File: config.mk
export PLATFORM = sky130hd
export DESIGN_NAME = spel_top
export DESIGN_NICKNAME = d
export VERILOG_FILES = /design/src/verilog/spel_pkg.sv /design/src/verilog/spel_top.sv
export VERILOG_INCLUDE_DIRS = /design/src /design/src/verilog
export SDC_FILE = /design/constraint.sdc
export NUM_CORES = 1
export LEC_CHECK = 0
export BUFFER_PORTS_ARGS = -buffer_cell sky130_fd_sc_hd__buf_2
export CORE_MARGIN = 2
export CORE_UTILIZATION = 40
export CTS_CLUSTER_SIZE = 28
export DETAILED_ROUTE_END_ITERATION = 10
export HOLD_SLACK_MARGIN = 0.12
export PLACE_DENSITY = 0.73
export REMOVE_ABC_BUFFERS = 1
export SYNTH_ARGS = -nofsm -noshare
export SYNTH_HDL_FRONTEND = slang
export SYNTH_SLANG_ARGS = --single-unit
File: constraint.sdc
create_clock -name clk_sys -period 0.8 [get_ports clk_sys]
set_clock_uncertainty 0.1 [all_clocks]
set_input_delay 0.04 -clock clk_sys [delete_from_list [all_inputs] [get_ports clk_sys]]
set_output_delay 0.04 -clock clk_sys [all_outputs]
set_load 0.1 [all_outputs]
File: src/verilog/spel_regs.svh
// Purpose: constants for the serial port enable latches
// Assumes: one clock, clk_sys at 125 MHz
// Notes: bus bit mapping is fixed in this table
`ifndef SPEL_REGS_SVH
`define SPEL_REGS_SVH

// reset values of the three latches
`define SPEL_DRV_RESET 4'h0
`define SPEL_RX_RESET 2'h0
`define SPEL_TEST_RESET 4'hf

// bus bit feeding each driver enable: a1, a2, b1, b2
`define SPEL_MAP_DRV_A1 2'h0
`define SPEL_MAP_DRV_A2 2'h1
`define SPEL_MAP_DRV_B1 2'h2
`define SPEL_MAP_DRV_B2 2'h3
// bus bit feeding each receive channel power enable
`define SPEL_MAP_RX_A 2'h0
`define SPEL_MAP_RX_B 2'h2
// bus bit feeding each self-test enable
`define SPEL_MAP_TEST_TX_A 2'h0
`define SPEL_MAP_TEST_RX_A 2'h1
`define SPEL_MAP_TEST_TX_B 2'h2
`define SPEL_MAP_TEST_RX_B 2'h3

// synchroniser reset value, device reset held until sampled
`define SPEL_SYNC_RESET 15'h0000

`endif

File: src/verilog/spel_pkg.sv
// Purpose: types for the serial port enable latches
// Assumes: two channels, four drivers
// Notes: none
package spel_pkg;

    // state of all three enable latches as seen by the analog side
    typedef struct packed {
        logic [3:0] drv_en;
        logic [1:0] rx_power;
        logic [1:0] tx_test;
        logic [1:0] rx_test;
    } spel_ctrl_type;

    // serial pin groups per channel pair
    typedef struct packed {
        logic [1:0] primary;
        logic [1:0] secondary;
    } spel_serial_in_type;

endpackage : spel_pkg

File: src/verilog/spel_top.sv
// Purpose: enable latches, input select and loopback of a dual transceiver
// Assumes: all control pins asynchronous, reference clock is clk_sys
// Notes: latches are emulated by registers, one cycle plus sync late
`timescale 1ns/1ps
`include "spel_regs.svh"

module spel_top #(
    parameter int NUM_CH = 2
) (
    input wire logic clk_sys,
    input wire logic reset,
    input wire logic device_reset_n,
    input wire logic [3:0] shared_enable_bus,
    input wire logic driver_enable_latch_open,
    input wire logic rx_power_latch_open,
    input wire logic selftest_latch_open,
    input wire logic loopback_enable,
    input wire logic input_select_a,
    input wire logic input_select_b,
    input wire spel_pkg::spel_serial_in_type serial_in,
    input wire logic [1:0] tx_serial,
    output logic [1:0] cdr_in,
    output logic [3:0] serial_out_pair,
    output spel_pkg::spel_ctrl_type ctrl
);

    if (NUM_CH != 2) begin : g_bad_ch
        $error("spel_top serves exactly two channels");
    end

    // pick one bus bit through the fixed mapping table
    function automatic logic spel_pick(
        input logic [3:0] bus,
        input logic [1:0] idx
    );
        spel_pick = bus[idx];
    endfunction : spel_pick

    logic [14:0] sync1_q;
    logic [14:0] sync2_q;
    logic [14:0] pins;
    logic [3:0] bus_s;
    logic drv_open_s;
    logic rx_open_s;
    logic test_open_s;
    logic loop_s;
    logic [1:0] sel_s;
    logic [1:0] prim_s;
    logic [1:0] sec_s;
    logic devrst_s;
    logic [3:0] drv_q;
    logic [1:0] rx_q;
    logic [3:0] test_q;
    logic [3:0] drv_map;
    logic [1:0] rx_map;
    logic [3:0] test_map;
    logic [1:0] cdr_q;
    logic [3:0] out_q;

    assign pins = {shared_enable_bus, driver_enable_latch_open,
        rx_power_latch_open, selftest_latch_open, loopback_enable,
        input_select_b, input_select_a, serial_in.primary,
        serial_in.secondary, device_reset_n};

    // every pin except tx_serial is asynchronous, two flops before any use
    always_ff @(posedge clk_sys) begin
        if (reset) begin
            sync1_q <= `SPEL_SYNC_RESET;
            sync2_q <= `SPEL_SYNC_RESET;
        end else begin
            sync1_q <= pins;
            sync2_q <= sync1_q;
        end
    end

    assign bus_s = sync2_q[14:11];
    assign drv_open_s = sync2_q[10];
    assign rx_open_s = sync2_q[9];
    assign test_open_s = sync2_q[8];
    assign loop_s = sync2_q[7];
    assign sel_s = sync2_q[6:5];
    assign prim_s = sync2_q[4:3];
    assign sec_s = sync2_q[2:1];
    assign devrst_s = ~sync2_q[0];

    // fixed routing of bus bits to each latch
    always_comb begin
        drv_map[0] = spel_pick(bus_s, `SPEL_MAP_DRV_A1);
        drv_map[1] = spel_pick(bus_s, `SPEL_MAP_DRV_A2);
        drv_map[2] = spel_pick(bus_s, `SPEL_MAP_DRV_B1);
        drv_map[3] = spel_pick(bus_s, `SPEL_MAP_DRV_B2);
        rx_map[0] = spel_pick(bus_s, `SPEL_MAP_RX_A);
        rx_map[1] = spel_pick(bus_s, `SPEL_MAP_RX_B);
        test_map[0] = spel_pick(bus_s, `SPEL_MAP_TEST_TX_A);
        test_map[1] = spel_pick(bus_s, `SPEL_MAP_TEST_RX_A);
        test_map[2] = spel_pick(bus_s, `SPEL_MAP_TEST_TX_B);
        test_map[3] = spel_pick(bus_s, `SPEL_MAP_TEST_RX_B);
    end

    // driver enable latch; device reset wins over an open latch
    always_ff @(posedge clk_sys) begin
        if (reset || devrst_s) begin
            drv_q <= `SPEL_DRV_RESET;
        end else if (drv_open_s) begin
            drv_q <= drv_map;
        end
    end

    // receive power latch
    always_ff @(posedge clk_sys) begin
        if (reset || devrst_s) begin
            rx_q <= `SPEL_RX_RESET;
        end else if (rx_open_s) begin
            rx_q <= rx_map;
        end
    end

    // self-test latch: device reset acts only while closed, open follows bus
    always_ff @(posedge clk_sys) begin
        if (reset) begin
            test_q <= `SPEL_TEST_RESET;
        end else if (test_open_s) begin
            test_q <= test_map;
        end else if (devrst_s) begin
            test_q <= `SPEL_TEST_RESET;
        end
    end

    // receive input choice per channel
    always_ff @(posedge clk_sys) begin
        if (reset) begin
            cdr_q <= 2'h0;
        end else begin
            for (int c = 0; c < 2; c++) begin
                if (loop_s) begin
                    cdr_q[c] <= tx_serial[c];
                end else if (sel_s[c]) begin
                    cdr_q[c] <= prim_s[c];
                end else begin
                    cdr_q[c] <= sec_s[c];
                end
            end
        end
    end

    // drivers: a1,a2 carry channel a, b1,b2 carry channel b
    always_ff @(posedge clk_sys) begin
        if (reset) begin
            out_q <= 4'h0;
        end else begin
            for (int d = 0; d < 4; d++) begin
                if (!drv_q[d]) begin
                    out_q[d] <= 1'b0;
                end else if (loop_s) begin
                    out_q[d] <= 1'b1;
                end else begin
                    out_q[d] <= tx_serial[d / 2];
                end
            end
        end
    end

    assign cdr_in = cdr_q;
    assign serial_out_pair = out_q;
    assign ctrl.drv_en = drv_q;
    assign ctrl.rx_power = rx_q;
    // self-test is active on a low latch bit
    assign ctrl.tx_test = ~{test_q[2], test_q[0]};
    assign ctrl.rx_test = ~{test_q[3], test_q[1]};
endmodule : spel_top

==> reports/results.tsv, run 1 <==
metric	value	unit
status	finished with violations	
violations	hold timing, setup timing	
die_x	64.0	um
viasPerCell	4.28	
clkSinkCount	46	
die_y	64.0	um
area_growth	58.7	%
core_area	3390	um^2
max_freq	0.944	GHz
avgRoutedWirePerCell	10.7	um
io_buffers	34	
clk_pin_slew	0.12	ns
clock_path_buffers	2	
dp_hpwl	1830	um
yosys_warnings	0	
syn-cell-area	1440	um^2
n_antenna_cell	0	
critPathRequiredTime	0.66	ns
holdPathStages	2	
dieArea	4090	um^2
slowest_delay	0.35	ns
cp.depth	2	
track_usage	0.145	
endpoint_kind	primary output	
synthCells	127	
cap_violations	0	
grt_first_pass_wirelength	4400	um
ios	35	
synth.distinct_cells	12	
finalSetupViolations	28	
finalMaxSlewViolations	0	
hold_ws	-0.0395	ns
ys_seq_area_frac	0.640	
ff2ff_setup_slack	-0.10	ns
power_leakage	0.926	nW
routed_wl	2520	um
period_share	1.32	
layout.nets	207	
path_cells	inv_2 -> buf_12	
critPathSlowestCell	dfxtp_2	
path_buf_inv	2	
rows	21	
avgSynthCellArea	11.3	um^2
worstSetupStartpointType	flip-flop	
ant_nets	0	
worstMarginPinSlew	0.297	ns
antenna_found_initial	0	
period_minus_slack	1.06	ns
max_slew_margin	0.802	
crit_arrival	0.92	ns
drive_above_1_share	0.487	
synth_top_area_frac	0.640	
start_util	0.425	
dr.pass1.iters	2	
cts_tree	yes	
yosys-top-cells-area	dfxtp_1 (64%), nor2b_1 (16%), mux2i_1 (5.6%)	
critical_path_class	flip-flop to primary output	
first_global_vias	986	
rsz0062_at_grt	true	
r2r_cells	2	
grt.overflow.total	0	
gp_congestion	0.740	
htree_num_levels	2	
cts_made_buffers	5	
cp_max_fo	2	
hold_path_class	primary input to flip-flop	
drt_iter0_drc	10	
max-vdd-ir-drop	1.35	mV
root_buffer	clkbuf_4	
synth_top_area_cell	dfxtp_1	
critPathTopFamily	flip-flops	
drc	0	
ys_ff_latch	46	
hold_viol_final	8	
dp_slack	-0.129	ns
vias	1005	
grt_max_degree	17	
power.density	1700	nW/um^2
finalPower	0.00387	W
clock_latency	0.34	ns
fin_ws	-0.260	ns
-- synthesized netlist by cell type --
library cell and count:
buf_6 2, mux2i_1 8, nor2b_1 36, nor3b_1 4, inv_1 9, clkbuf_2 1
nor2_1 10, o21bai_1 6, buf_2 2, a211oi_1 2, dfxtp_1 46, nand2b_4 1
-- placed cells by master (no fill, tap or decap), types with 3 or more instances in the layout --
cell	count
buf_4	3
dfxtp_2	16
inv_1	3
buf_6	5
clkbuf_4	5
dfxtp_1	22
inv_2	6
mux2i_1	6
o21bai_1	4
dfxtp_4	8
nor2b_1	34
dlygate4sd3_1	16
buf_2	19
nor2_1	9
buf_12	16
-- per-layer routing --
metal	global-route usage	vias to the layer above	share of wire
li1	-	516	-
met1	0.145	461	0.39
met2	0.263	24	0.54
met3	0.0563	4	0.045
met4	0.0625	0	0.019
met5	0	-	0
-- cells by family after synthesis --
family,synth area share
flops,0.640
compound gates,0.0417
buf+inv,0.0496
simple gates,0.213
mux,0.0557
-- path summary, 6_finish.rpt --
path,start,to
hold / removal,reset,cdr_in[0]
setup reg to reg,sync2_q[7],cdr_in[0]
setup / recovery,test_q[2],ctrl[3]
hold reg to reg,sync1_q[7],sync2_q[7]
-- stage by stage --
step / hold WS, ns / cells / cell area (um^2) / TNS, ns / util
floorplan: 0.0116 / 122 / 1400 / -9.47 / -
global placement: 0.148 / 206 / 1900 / -0.460 / 0.560
detailed placement: 0.153 / 206 / 1900 / -1.15 / 0.560
CTS: -0.0973 / 234 / 2220 / -4.56 / 0.656
global route: -0.0457 / 235 / 2280 / -5.65 / 0.674
finish: -0.0395 / 235 / 2280 / -4.35 / 0.674
-- power breakdown --
group	leakage [nW]	internal, W	switching (W)	total [W]
Sequential	0.388	0.00235	0.0000467	0.00240
Combinational	0.503	0.000220	0.000175	0.000395
Clock	0.0353	0.000427	0.000650	0.00108
Total	0.926	0.00300	0.000871	0.00387
-- sequential cells by signal, indices dropped and copies added (netlist names) --
register / flops
cdr_in: 2
test_q: 4
sync1_q: 15
sync2_q: 15
rx_q: 2
drv_q: 4
serial_out_pair: 4
-- final cells by class --
cell class | count | area (um^2)
clock inverter | 1 | 5.00
fill | 236 | 1110
multi-input combinational | 67 | 507
sequential | 46 | 971
tap | 46 | 57.6
inverter | 9 | 33.8
timing repair buffer | 59 | 654
clock buffer | 7 | 55.1
-- worst register-to-register path, cell delays in order, from the launching register on --
cell      delay [ns]
dfxtp_4         0.39
nor2b_1         0.15
a211oi_2        0.19
-- repair_timing --
| action | 4_1_cts | 5_1_grt |
|---|---|---|
| endpoints found under the setup margin | 31 | 32 |
| gates resized for setup | 40 | 18 |
| setup buffers | 4 | 2 |
| endpoints found under the hold margin | 36 | 14 |
| pin swaps | 10 | 8 |
| hold buffers | 16 | 1 |
No activity file was read; power rests on OpenSTA's default activity.
==> run 2: changes to the inputs <==
- CORE_UTILIZATION: 40 -> 46
- PLACE_DENSITY: 0.73 -> 0.81
==> run 2 against run 1 <==
Effect of this change: the flow still finishes with violations (hold timing, setup timing); cell area grew 0.44%; via count grew 3.0%; critical path depth is the same; power grew 5.1%; register-to-register slack lost 0.06 ns; wire length grew 12%; critical path type unchanged; critical endpoint is now ctrl[2]; largest cell class unchanged; largest power group unchanged; highest routed layer unchanged.
==> reports/results.tsv, run 2 (same netlist as run 1, synthesis figures left out) <==
metric	value	unit
worstSetupStartpointType	flip-flop	
clock_path_buffers	2	
power_leakage	0.942	nW
r2r-start	sync2_q[8]	
share_comb_of_total_power	0.098	
fin_ws	-0.268	ns
ant_nets	0	
finalMaxSlewViolations	0	
grt_max_degree	14	
critPathRequiredTime	0.66	ns
period_minus_slack	1.07	ns
max_freq	0.936	GHz
gp_congestion	0.754	
track_usage	0.172	
multi_input_area	490	um^2
hold_path_class	primary input to flip-flop	
hold_start	reset	
path_cells	inv_2 -> buf_12	
dr.pass1.iters	4	
routed_wl	2830	um
clkPwrFrac	0.314	
status	finished with violations	
seqPwrFrac	0.588	
core_area	3000	um^2
htree_num_levels	2	
layout.cells.most_common_list	nor2b_1 (34), dfxtp_1 (23), buf_2 (18)	
cts_tree	yes	
cts_made_buffers	5	
top_regs	sync1_q x15, sync2_q x15	
setup-tns-final	-4.88	ns
vias	1035	
antenna_found_initial	0	
crit_path_start	test_q[0]	
dp_hpwl	1770	um
layout.nets	209	
finalPower	0.00407	W
slowest_delay	0.35	ns
period_share	1.34	
drt_iter0_drc	12	
rows	20	
critPathSlowestCell	dfxtp_2	
violations	hold timing, setup timing	
clk_pin_slew	0.12	ns
avgRoutedWirePerCell	12.6	um
n_antenna_cell	0	
viasPerCell	4.62	
grt.overflow.total	0	
power.switching	0.000899	W
finalSetupViolations	29	
clock_latency	0.35	ns
io_buffers	34	
area_growth	59.4	%
drc	0	
max_slew_margin	0.833	
cts-hold-fix-buffers	17	
hold_ws	-0.0829	ns
cap_violations	0	
max-vdd-ir-drop	1.56	mV
first_global_vias	988	
grt_first_pass_wirelength	4300	um
start_util	0.479	
die_x	59.9	um
drive_above_1_share	0.476	
critical_path_class	flip-flop to primary output	
power.density	1770	nW/um^2
swShare	0.221	
dieArea	3590	um^2
endpoint_kind	primary output	
ios	35	
path_buf_inv	2	
worstMarginPinSlew	0.250	ns
crit_arrival	0.93	ns
hold_viol_final	3	
area.sequential	975	um^2
clkSinkCount	46	
critPathTopFamily	flip-flops	
internal-power	0.00317	W
rsz0062_at_grt	true	
final_common_cell	nor2b_1	
root_buffer	clkbuf_4	
die_y	59.9	um
cp_max_fo	2	
fill_cells	181	
## run 2: final timing paths
kind | endpoint | slack [ns] | cells past startpoint
max | ctrl[2] | -0.27 | 2
min | sync2_q[6] | -0.08 | 2
min reg2reg | sync2_q[0] | 0.34 | 1
max reg2reg | test_q[1] | -0.16 | 2
## run 2: routing by layer
layer | GRT usage | wire [um] | up-vias
li1 | - | - | 519
met1 | 0.173 | 1120 | 475
met2 | 0.289 | 1500 | 31
met3 | 0.0671 | 109 | 10
met4 | 0.117 | 93 | 0
met5 | 0 | 0 | -
## run 2: per-stage QoR
step	hold slack, ns	cell area (um^2)	instances	util	worst slack (ns)
after global routing	-0.104	2290	224	0.764	-0.313
after global placement	0.148	1900	195	0.632	-0.0559
final	-0.0829	2290	224	0.764	-0.268
after floorplan	0.0116	1400	122	-	-0.556
after detailed placement	0.152	1900	195	0.632	-0.161
after CTS	-0.105	2240	224	0.747	-0.283
## run 2: layout make-up
class                   instances  share of cell area
flip-flops and latches         46               0.425
repair buffers                 61               0.294
multi-input cells              67               0.214
clock buffers                   8              0.0344
well taps                      33              0.0180
inverters                       9              0.0147
## run 2: repair_timing
| item | CTS | global route |
|---|---|---|
| hold endpoints to repair | 46 | 43 |
| pin swaps | 7 | 6 |
| resized for setup | 38 | 18 |
| setup buffers | 4 | 2 |
| setup endpoints to repair | 30 | 32 |
| gates cloned | 0 | 0 |
## run 2: power groups by stage
| stage | clock network (W) | registers [W] | logic (W) |
|---|---|---|---|
| floorplan | 0 | 0.00249 | 0.000130 |
| global placement | 0 | 0.00246 | 0.000309 |
| detailed placement | 0 | 0.00246 | 0.000318 |
| CTS | 0.00130 | 0.00241 | 0.000387 |
| global route | 0.00138 | 0.00240 | 0.000426 |
| finish | 0.00128 | 0.00239 | 0.000399 |
